### config.mk
export PLATFORM = sky130hd
export DESIGN_NAME = apsf_config
export DESIGN_NICKNAME = d
export VERILOG_FILES = /design/src/apsf_pkg.sv /design/src/apsf_config.sv
export SDC_FILE = /design/constraint.sdc
export NUM_CORES = 1
export LEC_CHECK = 0
export BUFFER_PORTS_ARGS = -buffer_cell sky130_fd_sc_hd__buf_4
export CORE_UTILIZATION = 45
export DETAILED_ROUTE_END_ITERATION = 12
export GPL_TIMING_DRIVEN = 0
export HOLD_SLACK_MARGIN = 0.02
export PLACE_DENSITY = 0.78
export REMOVE_ABC_BUFFERS = 1
export SYNTH_ARGS = -nofsm -noshare
export SYNTH_HDL_FRONTEND = slang
export SYNTH_SLANG_ARGS = --single-unit
export TNS_END_PERCENT = 50
### constraint.sdc
create_clock -name clk_sys -period 6.6 [get_ports clk_sys]
set_input_delay 1.98 -clock clk_sys [delete_from_list [all_inputs] [get_ports clk_sys]]
set_output_delay 1.98 -clock clk_sys [all_outputs]
set_load 0.01 [all_outputs]
### src/apsf_pkg.sv
package apsf_pkg;

	// register indices; the byte address on the bus is four times the index
	localparam logic [9:0] IDX_SOURCE_SELECT = 10'h102;
	localparam logic [9:0] IDX_PHASE_STEP    = 10'h103;
	localparam logic [9:0] IDX_FB_DIVIDE0    = 10'h106;
	localparam int         FB_DIVIDE_BYTES   = 6;
	localparam logic [9:0] IDX_SYS_CONTROL   = 10'h120;
	localparam logic [9:0] IDX_ROUTE_STATUS  = 10'h121;
	localparam logic [9:0] IDX_STEP_COUNT    = 10'h122;
	localparam int         ADR_W             = 12;

	// source select register fields
	localparam int POS_EXT_SWITCH = 6;
	localparam int POS_ALT_LO     = 3;
	localparam int POS_PRI_LO     = 0;

	// phase step register fields
	localparam int POS_DOWN_BIT = 7;
	localparam int POS_DOWN_SRC = 4;
	localparam int POS_UP_BIT   = 3;
	localparam int POS_UP_SRC   = 0;

	// system control register fields
	localparam int POS_BYPASS     = 0;
	localparam int POS_DOUBLER    = 1;
	localparam int POS_MC_IC1     = 2;
	localparam int POS_SW_PIN_LO  = 4;

	// divide word layout
	localparam int FB_W      = 42;
	localparam int FB_INT_W  = 9;
	localparam int FB_FRAC_W = 33;
	localparam int FB_TOP_W  = 2;

	localparam logic [7:0]      RST_BYTE = 8'h00;
	localparam logic [FB_W-1:0] RST_FB   = 42'h000_0000_0000;

	typedef enum logic [2:0] {
		SRC_NONE  = 3'b000,
		SRC_XTAL  = 3'b001,
		SRC_IC1   = 3'b010,
		SRC_IC2   = 3'b011,
		SRC_IC3   = 3'b100,
		SRC_DPLL  = 3'b101
	} apsf_src_t;

	typedef struct packed {
		apsf_src_t apllSrc;
		apsf_src_t bypassSrc;
		logic      bypassSel;
		logic      xtalDoubled;
		logic      xtalPinDirect;
		logic      dpllPowerDownOk;
		logic      altInUse;
	} apsf_route_t;

	typedef struct packed {
		logic [FB_INT_W-1:0]  intPart;
		logic [FB_FRAC_W-1:0] fracPart;
	} apsf_fb_t;

endpackage

### src/apsf_config.sv
// Local design decision: the Wishbone register port.
`timescale 1ns/1ps
`default_nettype none

// Overview of operation
// - switch mode: pin low primary, high alternate
// - alternate field ignored unless switching enabled
// - alternate codes: crystal, input clocks one-three
// - primary 001-011 route input clock to both
// - 110 dpll plus crystal bypass; 111 no bypass
// - 100/101 master clock from input one variants
// - primary 0xx direct pin, dpll may power down
// - alternate drives pll; primary keeps bypass source
// - doubler doubles crystal frequency when crystal selected
// - down source: register bit or pins zero-three
// - phase down on every edge of source
// - down source 000 uses register down bit
// - down moves edges earlier, up later
// - up source: register bit or pins, both edges
// - up source 000 uses register up bit
// - 42-bit divide word, six bytes, lsb first
// - unsigned: nine integer, 33 fraction bits
// - bypass bit picks divider output or bypass
module apsf_config (
	input  wire logic                        clk_sys,
	input  wire logic                        rst_n,
	input  wire logic                        wb_cyc_i,
	input  wire logic                        wb_stb_i,
	input  wire logic                        wb_we_i,
	input  wire logic [apsf_pkg::ADR_W-1:0]  wb_adr_i,
	input  wire logic [3:0]                  wb_sel_i,
	input  wire logic [31:0]                 wb_dat_i,
	output logic      [31:0]                 wb_dat_o,
	output logic                             wb_ack_o,
	input  wire logic [3:0]                  gpPin,
	input  wire logic                        crystalPresent,
	output apsf_pkg::apsf_route_t            route,
	output apsf_pkg::apsf_fb_t               fbDivideValue,
	output logic                             phaseUpStep,
	output logic                             phaseDownStep
);

	// reset release
	logic [1:0]  rstPipe_q;
	logic        rstSync_n;

	// software visible registers
	logic [7:0]  srcSel_q;
	logic [7:0]  phaseCtl_q;
	logic [7:0]  sysCtl_q;
	logic [apsf_pkg::FB_W-1:0] fb_q;

	// pin synchroniser and step detection
	logic [3:0]  pinMeta_q;
	logic [3:0]  pin_q;
	logic        upPrev_q;
	logic        downPrev_q;
	logic [2:0]  upSrcPrev_q;
	logic [2:0]  downSrcPrev_q;
	logic [7:0]  stepCount_q;
	logic        upNow;
	logic        downNow;
	logic        upEdge;
	logic        downEdge;

	// routing
	apsf_pkg::apsf_route_t route_d;
	logic        switchPin;
	logic        useAlt;

	// bus decode
	logic        wbReq;
	logic        wbWrite;
	logic        wbRead;
	logic [9:0]  idx;
	logic [31:0] rdData;

	// reset release through two flops; assertion stays asynchronous
	always_ff @(posedge clk_sys or negedge rst_n) begin
		if (!rst_n) begin
			rstPipe_q <= 2'b00;
		end else begin
			rstPipe_q <= {rstPipe_q[0], 1'b1};
		end
	end
	assign rstSync_n = rstPipe_q[1];

	// pin inputs are asynchronous in practice; two flops, edges only on pin_q
	always_ff @(posedge clk_sys or negedge rstSync_n) begin
		if (!rstSync_n) begin
			pinMeta_q <= 4'h0;
		end else begin
			pinMeta_q <= gpPin;
		end
	end

	// only this second stage is read by the rest of the block
	always_ff @(posedge clk_sys or negedge rstSync_n) begin
		if (!rstSync_n) begin
			pin_q <= 4'h0;
		end else begin
			pin_q <= pinMeta_q;
		end
	end

	// step source: code 0 register bit, codes 1-4 pins 0-3, rest idle low
	function automatic logic stepSource(input logic [2:0] code, input logic regBit, input logic [3:0] pins);
		unique case (code)
			3'b000:  stepSource = regBit;
			3'b001:  stepSource = pins[0];
			3'b010:  stepSource = pins[1];
			3'b011:  stepSource = pins[2];
			3'b100:  stepSource = pins[3];
			default: stepSource = 1'b0;
		endcase
	endfunction

	// direct input codes shared by the primary and alternate fields
	function automatic apsf_pkg::apsf_src_t directSource(input logic [2:0] code);
		unique case (code)
			3'b000:  directSource = apsf_pkg::SRC_XTAL;
			3'b001:  directSource = apsf_pkg::SRC_IC1;
			3'b010:  directSource = apsf_pkg::SRC_IC2;
			3'b011:  directSource = apsf_pkg::SRC_IC3;
			default: directSource = apsf_pkg::SRC_NONE;
		endcase
	endfunction

	assign switchPin = pin_q[sysCtl_q[apsf_pkg::POS_SW_PIN_LO +: 2]];
	assign useAlt    = srcSel_q[apsf_pkg::POS_EXT_SWITCH] & switchPin;

	always_comb begin
		logic [2:0] pri;
		logic [2:0] alt;
		pri = srcSel_q[apsf_pkg::POS_PRI_LO +: 3];
		alt = srcSel_q[apsf_pkg::POS_ALT_LO +: 3];
		route_d = '0;
		route_d.bypassSel = sysCtl_q[apsf_pkg::POS_BYPASS];
		route_d.altInUse  = useAlt;
		// bypass source always follows the primary field
		unique case (pri)
			3'b000, 3'b001, 3'b010, 3'b011: begin
				route_d.apllSrc         = directSource(pri);
				route_d.bypassSrc       = directSource(pri);
				route_d.dpllPowerDownOk = 1'b1;
			end
			3'b110: begin
				route_d.apllSrc   = apsf_pkg::SRC_DPLL;
				route_d.bypassSrc = apsf_pkg::SRC_XTAL;
			end
			3'b100: begin
				route_d.apllSrc   = apsf_pkg::SRC_DPLL;
				// only meaningful with the master clock on input one
				route_d.bypassSrc = sysCtl_q[apsf_pkg::POS_MC_IC1] ? apsf_pkg::SRC_IC1 : apsf_pkg::SRC_NONE;
			end
			// no bypass signal: software must keep the bypass bit clear here
			3'b101: begin
				route_d.apllSrc   = apsf_pkg::SRC_DPLL;
				route_d.bypassSrc = apsf_pkg::SRC_NONE;
			end
			3'b111: begin
				route_d.apllSrc   = apsf_pkg::SRC_DPLL;
				route_d.bypassSrc = apsf_pkg::SRC_NONE;
			end
		endcase
		if (useAlt) begin
			route_d.apllSrc         = directSource(alt);
			route_d.dpllPowerDownOk = (alt[2] == 1'b0);
		end
		// doubler acts wherever the crystal path is used
		route_d.xtalDoubled   = sysCtl_q[apsf_pkg::POS_DOUBLER] &
			(route_d.apllSrc == apsf_pkg::SRC_XTAL || route_d.bypassSrc == apsf_pkg::SRC_XTAL);
		route_d.xtalPinDirect = ~crystalPresent;
	end

	always_ff @(posedge clk_sys or negedge rstSync_n) begin
		if (!rstSync_n) begin
			route <= '0;
		end else begin
			route <= route_d;
		end
	end

	// phase stepping: both edges of the chosen signal count
	assign upNow    = stepSource(phaseCtl_q[apsf_pkg::POS_UP_SRC +: 3],
		phaseCtl_q[apsf_pkg::POS_UP_BIT], pin_q);
	assign downNow  = stepSource(phaseCtl_q[apsf_pkg::POS_DOWN_SRC +: 3],
		phaseCtl_q[apsf_pkg::POS_DOWN_BIT], pin_q);
	// a source change re-arms the detector instead of faking a step
	assign upEdge   = (upNow ^ upPrev_q) & (upSrcPrev_q == phaseCtl_q[apsf_pkg::POS_UP_SRC +: 3]);
	assign downEdge = (downNow ^ downPrev_q)
		& (downSrcPrev_q == phaseCtl_q[apsf_pkg::POS_DOWN_SRC +: 3]);

	// idle level after reset is low, matching the idle pins and register bits
	always_ff @(posedge clk_sys or negedge rstSync_n) begin
		if (!rstSync_n) begin
			upPrev_q    <= 1'b0;
			upSrcPrev_q <= 3'b000;
		end else begin
			upPrev_q    <= upNow;
			upSrcPrev_q <= phaseCtl_q[apsf_pkg::POS_UP_SRC +: 3];
		end
	end

	always_ff @(posedge clk_sys or negedge rstSync_n) begin
		if (!rstSync_n) begin
			downPrev_q    <= 1'b0;
			downSrcPrev_q <= 3'b000;
		end else begin
			downPrev_q    <= downNow;
			downSrcPrev_q <= phaseCtl_q[apsf_pkg::POS_DOWN_SRC +: 3];
		end
	end

	// one registered pulse per detected edge
	always_ff @(posedge clk_sys or negedge rstSync_n) begin
		if (!rstSync_n) begin
			phaseUpStep <= 1'b0;
		end else begin
			phaseUpStep <= upEdge;
		end
	end

	always_ff @(posedge clk_sys or negedge rstSync_n) begin
		if (!rstSync_n) begin
			phaseDownStep <= 1'b0;
		end else begin
			phaseDownStep <= downEdge;
		end
	end

	// net phase position: down is earlier (negative), up is later
	always_ff @(posedge clk_sys or negedge rstSync_n) begin
		if (!rstSync_n) begin
			stepCount_q <= 8'h00;
		end else if (upEdge && !downEdge) begin
			stepCount_q <= stepCount_q + 8'h01;
		end else if (downEdge && !upEdge) begin
			stepCount_q <= stepCount_q - 8'h01;
		end
	end

	// wishbone classic slave: ack one cycle after the strobe, write at the ack edge
	assign idx     = wb_adr_i[apsf_pkg::ADR_W-1:2];
	assign wbReq   = wb_cyc_i & wb_stb_i;
	assign wbWrite = wbReq & wb_we_i & wb_ack_o & wb_sel_i[0];
	assign wbRead  = wbReq & ~wb_ack_o;

	// one index compare, shared by the write and read decoders
	function automatic logic isFbByte(input logic [9:0] ix, input int k);
		isFbByte = (ix == apsf_pkg::IDX_FB_DIVIDE0 + 10'(k));
	endfunction

	// fixed one-cycle answer; the master must drop the strobe before the next access
	always_ff @(posedge clk_sys or negedge rstSync_n) begin
		if (!rstSync_n) begin
			wb_ack_o <= 1'b0;
		end else begin
			wb_ack_o <= wbReq & ~wb_ack_o;
		end
	end

	// bit 7 has no storage and reads back as zero
	always_ff @(posedge clk_sys or negedge rstSync_n) begin
		if (!rstSync_n) begin
			srcSel_q <= apsf_pkg::RST_BYTE;
		end else if (wbWrite && idx == apsf_pkg::IDX_SOURCE_SELECT) begin
			srcSel_q <= {1'b0, wb_dat_i[6:0]};
		end
	end

	always_ff @(posedge clk_sys or negedge rstSync_n) begin
		if (!rstSync_n) begin
			phaseCtl_q <= apsf_pkg::RST_BYTE;
		end else if (wbWrite && idx == apsf_pkg::IDX_PHASE_STEP) begin
			phaseCtl_q <= wb_dat_i[7:0];
		end
	end

	// unused bits are not stored, so they cannot leak into the pin select
	always_ff @(posedge clk_sys or negedge rstSync_n) begin
		if (!rstSync_n) begin
			sysCtl_q <= apsf_pkg::RST_BYTE;
		end else if (wbWrite && idx == apsf_pkg::IDX_SYS_CONTROL) begin
			sysCtl_q <= {2'b00, wb_dat_i[5:4], 1'b0, wb_dat_i[2:0]};
		end
	end

	// divide word: byte k at index base+k, least significant first
	// no shadowing: each byte takes effect alone, so software sees a mixed word mid-update
	always_ff @(posedge clk_sys or negedge rstSync_n) begin
		if (!rstSync_n) begin
			fb_q <= apsf_pkg::RST_FB;
		end else if (wbWrite) begin
			for (int k = 0; k < apsf_pkg::FB_DIVIDE_BYTES - 1; k++) begin
				if (isFbByte(idx, k)) begin
					fb_q[8*k +: 8] <= wb_dat_i[7:0];
				end
			end
			// upper six bits of the last byte have no storage
			if (isFbByte(idx, apsf_pkg::FB_DIVIDE_BYTES - 1)) begin
				fb_q[apsf_pkg::FB_W-1 -: apsf_pkg::FB_TOP_W] <= wb_dat_i[1:0];
			end
		end
	end

	// value stays as written; zero and bad top bits are software's burden
	always_ff @(posedge clk_sys or negedge rstSync_n) begin
		if (!rstSync_n) begin
			fbDivideValue <= '0;
		end else begin
			fbDivideValue <= apsf_pkg::apsf_fb_t'(fb_q);
		end
	end

	// unmapped indices read zero; only the status word is wider than a byte
	always_comb begin
		rdData = 32'h0000_0000;
		unique case (idx)
			apsf_pkg::IDX_SOURCE_SELECT: rdData[7:0] = srcSel_q;
			apsf_pkg::IDX_PHASE_STEP:    rdData[7:0] = phaseCtl_q;
			apsf_pkg::IDX_SYS_CONTROL:   rdData[7:0] = sysCtl_q;
			apsf_pkg::IDX_ROUTE_STATUS:  rdData[10:0] = route;
			apsf_pkg::IDX_STEP_COUNT:    rdData[7:0] = stepCount_q;
			default: begin
				for (int k = 0; k < apsf_pkg::FB_DIVIDE_BYTES - 1; k++) begin
					if (isFbByte(idx, k)) begin
						rdData[7:0] = fb_q[8*k +: 8];
					end
				end
				// last byte kept apart so no slice runs past bit 41
				if (isFbByte(idx, apsf_pkg::FB_DIVIDE_BYTES - 1)) begin
					rdData[7:0] = {6'h00, fb_q[apsf_pkg::FB_W-1 -: apsf_pkg::FB_TOP_W]};
				end
			end
		endcase
	end

	always_ff @(posedge clk_sys or negedge rstSync_n) begin
		if (!rstSync_n) begin
			wb_dat_o <= 32'h0000_0000;
		end else if (wbRead) begin
			wb_dat_o <= rdData;
		end
	end

endmodule

`default_nettype wire

==> flow_metrics.env, run 1 <==
export IMPL_clockRootBuffer="clkbuf_16"
export IMPL_antenna_found_initial=0
export IMPL_syn_area_um2=6584
export IMPL_yosysTopAreaCell="dfrtp_1"
export IMPL_vdd_drop_max_mv=0.1757
export IMPL_cts_buffers=17
export IMPL_dieHeight_um=123.0
export IMPL_vias=4414
export IMPL_drt_wl_total_um=15040
export IMPL_period_needed_ns=4.162
export IMPL_cts_max_path_buffers=2
export IMPL_crit_path_end_kind="flip-flop"
export IMPL_area_delta_synth_final_pct=19.95
export IMPL_num_antenna_cells=0
export IMPL_fmax_mhz=240.3
export IMPL_clk_pin_slew_worst_paths_ns=0.06
export IMPL_hold_path_class="reg2async"
export IMPL_drt_iter0_drc=339
export IMPL_grt_max_degree=69
export IMPL_powerDensity_nw_per_um2=249.2
export IMPL_cts_setup_buffers=0
export IMPL_cts_hold_buffers=0
export IMPL_gp_congestion=0.8314
export IMPL_grt_use_met3_pct=6.365
export IMPL_synth_area_top_cells="dfrtp_1 (59%), mux2_2 (12%), mux2i_1 (3.8%)"
export IMPL_avgSynthCellArea_um2=13.06
export IMPL_synth_top_area_share_pct=58.91
export IMPL_status="finished clean"
export IMPL_path_max_fanout=13
export IMPL_tightest_slew_ns=0.8391
export IMPL_synth_most_common_cell="dfrtp_1"
export IMPL_finalSetupViolCount=0
export IMPL_use_met2_pct=34.38
export IMPL_maxCapViolCount=0
export IMPL_port_buffers=95
export IMPL_slew_headroom_pct=43.95
export IMPL_yosysSeqAreaShare_pct=58.91
export IMPL_setup_tns_final_ns=0
export IMPL_multi_input_area_um2=2512
export IMPL_fin_skew_ns=0.01194
export IMPL_cts_sinks=155
export IMPL_synthDistinctLibCells=57
export IMPL_grt_usage_pct=21.65
export IMPL_post_cts_resized=0
export IMPL_ys_ff_latch=155
export IMPL_row_count=43
export IMPL_grt_pass1_wl_um=23810
export IMPL_syn_inst=504
export IMPL_drt_wirelength_per_cell_um=19.01
export IMPL_fin_crit_sh_pct=63.06
export IMPL_grt_util_met1_pct=26.82
export IMPL_ys_warn_count=0
export IMPL_start_kind="input port"
export IMPL_leakage_uw=0.003955
export IMPL_crit_type="in2reg"
export IMPL_cts_htree_levels=4
export IMPL_drc=0
export IMPL_grt_pass1_vias=4575
export IMPL_async_reset_ff_share_pct=100.0
export IMPL_synth_common_cells="dfrtp_1 (155), mux2_2 (68), nand2_1 (28)"
export IMPL_ioPinCount=146
export IMPL_layout_drive_gt1_share_pct=33.39
export IMPL_maxSlewViolCount=0
export IMPL_whs_ns=0.2172
export IMPL_dieArea_um2=15120
export IMPL_rsz0062_at_grt="false"
export IMPL_clk_latency_ns=0.42
export IMPL_final_nets=669
export IMPL_drtAntennaViolNets=0
export IMPL_register_area_um2=3882
export IMPL_dr_pass1_iters=5
export IMPL_hold_violations=0
export IMPL_post_dp_hpwl_um=10680
export IMPL_overflow=0
export IMPL_filler_cell_count=1159
export IMPL_synthFlopType="dfrtp_1"
export IMPL_cp_data_arrival_time_ns=4.46
export IMPL_grt_most_used_layer="met2"
export IMPL_via_per_inst=5.580
export IMPL_fp_dieW_um=123.0
export IMPL_worst_ep_required_time_ns=6.89
export IMPL_cts_tree="done"
export IMPL_start_util_pct=46.71
export IMPL_utilization_pct=56.03
export IMPL_synth_edf_count=0
export IMPL_core_area_um2=14100
==> registers in the layout (all words and copies together) (netlist names), 5 cells and up <==
signal         flops
fbDivideValue     42
phaseCtl_q         8
stepCount_q        8
route             11
wb_dat_o          11
fb_q              42
sysCtl_q           5
srcSel_q           7
==> path summary, 6_finish.rpt <==
check | from | cells past startpoint | endpoint | slack [ns]
worst max-delay path | wb_adr_i[7] | 5 | fb_q[9]$_DFFE_PN0P_ | 2.44
worst min-delay path | rstPipe_q[1]$_DFF_PN0_ | 0 | fb_q[6]$_DFFE_PN0P_ | 0.22
worst max register to register | phaseCtl_q[0]$_DFFE_PN0P_ | 12 | stepCount_q[6]$_DFFE_PN0P_ | 2.63
worst min register to register | rstPipe_q[1]$_DFF_PN0_ | 0 | fb_q[6]$_DFFE_PN0P_ | 0.22
max in group asynchronous | rst_n | 1 | rstPipe_q[1]$_DFF_PN0_ | 5.17
min in group clk_sys | pinMeta_q[3]$_DFF_PN0_ | 0 | pin_q[3]$_DFF_PN0_ | 0.34
==> worst max-delay path: stages <==
cell     delay, ns
buf_4         0.17
nor4_4        0.72
nand4_1       0.52
nor2_2        0.66
mux2_2        0.41
==> layer usage <==
layer	vias to the layer above	wire, µm
li1	1956	-
met1	2234	6138
met2	188	7467
met3	36	964
met4	0	465
met5	-	0
==> report_power, final <==
part / internal [µW] / switching (µW) / total [µW]
Combinational: 69.0 / 95.3 / 164
Sequential: 969 / 20.3 / 990
Clock: 475 / 340 / 814
==> kinds of logic (layout without fill, tap and decap cells) <==
group	after synthesis	in the layout	synth area share [%]
XOR/XNOR	16	16	2.128
AO/OA/AOI/OAI	63	63	6.233
AND/OR/NAND/NOR	119	119	10.45
multiplexers	96	96	16.46
other	2	22	0.1141
flip-flops	155	155	58.91
adder cells (fa/ha/maj)	8	8	1.634
buffers and inverters	45	132	4.067
==> placed cells by master (no fill, tap or decap), types with 7 or more instances in the layout <==
cell type  synthesis  final
dfrtp_1          155    154
buf_4             22     95
mux2_2            68     68
nand2_1           28     28
nor2_1            26     26
mux2i_1           25     25
conb_1             2     22
clkbuf_16          0     17
a21oi_1           15     15
o21ai_0           13     13
xnor2_1           10     10
nand3_1            9      9
nand4_1            8      8
inv_1              8      8
nor3_1             8      8
a211oi_1           7      7
ha_1               7      7
==> cell type report <==
class | instances | share of cell area, %
multi-input combinational | 324 | 31.81
sequential | 155 | 49.16
timing repair buffer | 97 | 9.728
inverter | 8 | 0.3802
clock buffer | 22 | 5.751
tap | 180 | 2.852
clock inverter | 5 | 0.3169
==> stage by stage <==
| step | instances | worst slack (ns) | power, µW | instance area [µm²] |
|---|---|---|---|---|
| 4_1_cts | 791 | 2.475 | 1983 | 7898 |
| 6_report | 791 | 2.438 | 1968 | 7898 |
| 3_3_place_gp | 762 | 0.6453 | 1156 | 7360 |
| 5_1_grt | 791 | 2.362 | 2046 | 7898 |
| 3_5_place_dp | 764 | 2.049 | 1170 | 7418 |
| 2_1_floorplan | 487 | 1.961 | 1096 | 6421 |
Power figures use the tool's default switching activity.
==> inputs of run 2 (changes only) <==
Settings changed: PLACE_DENSITY 0.78 to 0.81.
Clock period 6.6 ns to 3.8 ns, I/O delays scaled along.
==> run 2 against run 1 <==
Net effect:
- register-to-register slack lost 2.4 ns
- global-route usage shrank 0.20 points
- largest power group is now clock
- die area is the same
- sequential share of layout area shrank 1.2 points
- combinational power grew 74%
- non-clock buffer count is the same
- count of clock-buffer cells in the layout grew 3
- sequential cell count is the same
- sequential power grew 74%
- clock skew shrank 0.0063 ns
- largest cell class unchanged
==> flow_metrics.env, run 2 (same netlist as run 1, synthesis figures left out) <==
export IMPL_status="finished clean"
export IMPL_placed_cell_area_um2=7418
export IMPL_antenna_found_initial=0
export IMPL_slew_headroom_pct=44.60
export IMPL_overflow=0
export IMPL_cts_setup_buffers=0
export IMPL_drt_wl_total_um=15080
export IMPL_port_buffers=95
export IMPL_period_needed_ns=3.610
export IMPL_fin_skew_ns=0.005686
export IMPL_start_util_pct=46.71
export IMPL_final_nets=669
export IMPL_core_area_um2=14100
export IMPL_cp_data_arrival_time_ns=3.97
export IMPL_fmax_mhz=277.0
export IMPL_r2r_start="phaseCtl_q[0]$_DFFE_PN0P_"
export IMPL_clk_pin_slew_worst_paths_ns=0.06
export IMPL_dr_pass1_iters=4
export IMPL_grt_pass1_wl_um=23690
export IMPL_register_area_um2=3884
export IMPL_multi_input_area_um2=2527
export IMPL_finalSetupViolCount=0
export IMPL_fp_dieW_um=123.0
export IMPL_setup_tns_final_ns=0
export IMPL_drt_iter0_drc=337
export IMPL_grt_usage_pct=21.45
export IMPL_cts_htree_levels=4
export IMPL_leakage_uw=0.004043
export IMPL_path_buf_inv=1
export IMPL_powerDensity_nw_per_um2=481.2
export IMPL_post_dp_hpwl_um=10760
export IMPL_critPathTopFamily="simple AND/OR/NAND/NOR gates"
export IMPL_ioPinCount=146
export IMPL_clk_latency_ns=0.42
export IMPL_worstSetupEndpoint="stepCount_q[6]$_DFFE_PN0P_"
export IMPL_dieArea_um2=15120
export IMPL_start_kind="flip-flop"
export IMPL_worst_ep_required_time_ns=4.16
export IMPL_post_cts_resized=1
export IMPL_critPathLaunch="phaseCtl_q[0]$_DFFE_PN0P_"
export IMPL_cpPeakStageDelay_ns=0.62
export IMPL_filler_cell_count=1088
export IMPL_layout_commonest_cell="dfrtp_1"
export IMPL_maxCapViolCount=0
export IMPL_maxSlewViolCount=0
export IMPL_cp_depth=12
export IMPL_clockRootBuffer="clkbuf_16"
export IMPL_hold_violations=0
export IMPL_vdd_drop_max_mv=0.3300
export IMPL_cts_max_path_buffers=2
export IMPL_cts_hold_buffers=0
export IMPL_vias=4383
export IMPL_rsz0062_at_grt="false"
export IMPL_layout_common_cells="dfrtp_1 (153), buf_4 (95), mux2_2 (68)"
export IMPL_gp_congestion=0.8924
export IMPL_path_max_fanout=7
export IMPL_drc=0
export IMPL_num_antenna_cells=0
export IMPL_fin_crit_sh_pct=94.99
export IMPL_crit_type="reg2reg"
export IMPL_dieHeight_um=123.0
export IMPL_cts_buffers=17
export IMPL_grt_max_degree=80
export IMPL_final_cell_area_um2=8105
export IMPL_tightest_slew_ns=0.8292
export IMPL_cp_slowest_cell="or4b_2"
export IMPL_cts_tree="done"
export IMPL_area_delta_synth_final_pct=23.11
export IMPL_crit_path_end_kind="flip-flop"
export IMPL_r2r_end="stepCount_q[6]$_DFFE_PN0P_"
export IMPL_drtAntennaViolNets=0
export IMPL_drt_wirelength_per_cell_um=18.97
export IMPL_reg_top3="fbDivideValue x42, fb_q x42"
export IMPL_grt_pass1_vias=4423
export IMPL_row_count=43
export IMPL_r2r_slack_ns=0.19
export IMPL_cts_sinks=155
export IMPL_via_per_inst=5.513
export IMPL_layout_drive_gt1_share_pct=34.47
export IMPL_r2r_cells=12
export IMPL_crit_chain="mux4_2 > mux2_2 > xnor2_1 > nor4_4 > ha_1 > inv_1 > ha_1 > a21o_1 > a21o_1 > a21oi_1 > or4b_2 > nand3_1"
export IMPL_hold_path_class="reg2async"
run 2: layer usage:
metal  vias up  part of all wire (%)  track usage, %
met5         -                     0               0
met4         0                   2.0           9.299
met3        26                   6.0           5.535
met2       170                    51           35.39
met1      2227                    41           26.66
li1       1960                     -               -
run 2: worst min-delay path by stage:
stage,start,endpoint,depth (start not counted)
floorplan,pinMeta_q[0]$_DFF_PN0_,pin_q[0]$_DFF_PN0_,0
global placement,rstPipe_q[0]$_DFF_PN0_,rstPipe_q[1]$_DFF_PN0_,0
detailed placement,rstPipe_q[1]$_DFF_PN0_,fbDivideValue[18]$_DFF_PN0_,0
CTS,rstPipe_q[1]$_DFF_PN0_,pin_q[0]$_DFF_PN0_,0
global route,rstPipe_q[1]$_DFF_PN0_,phaseDownStep$_DFF_PN0_,0
finish,rstPipe_q[1]$_DFF_PN0_,pinMeta_q[0]$_DFF_PN0_,0
run 2: stage by stage:
stage	power (µW)	setup WS, ns	util [%]	std cells	hold slack, ns
CTS	3921	0.08818	57.43	795	0.2869
floorplan	1903	-0.8386	-	487	0.3312
global route	4045	0.03415	57.50	795	0.3071
detailed placement	2031	-0.06888	52.63	764	0.2823
global placement	2008	-2.094	52.21	762	0.3365
finish	3900	0.1905	57.50	795	0.2640
run 2: final cells by class:
cell class	count	share of cell area [%]
clock inverter	6	1.914
clock buffer	25	6.360
tap	180	2.779
inverter	8	0.3705
sequential	155	47.92
multi-input combinational	324	31.18
timing repair buffer	97	9.478
run 2: power breakdown:
part           switching, µW  leakage [µW]  internal [µW]
combinational            166       0.00161            120
sequential              36.0       0.00210           1680
clock                    629      0.000330           1270
total                    831       0.00404           3070
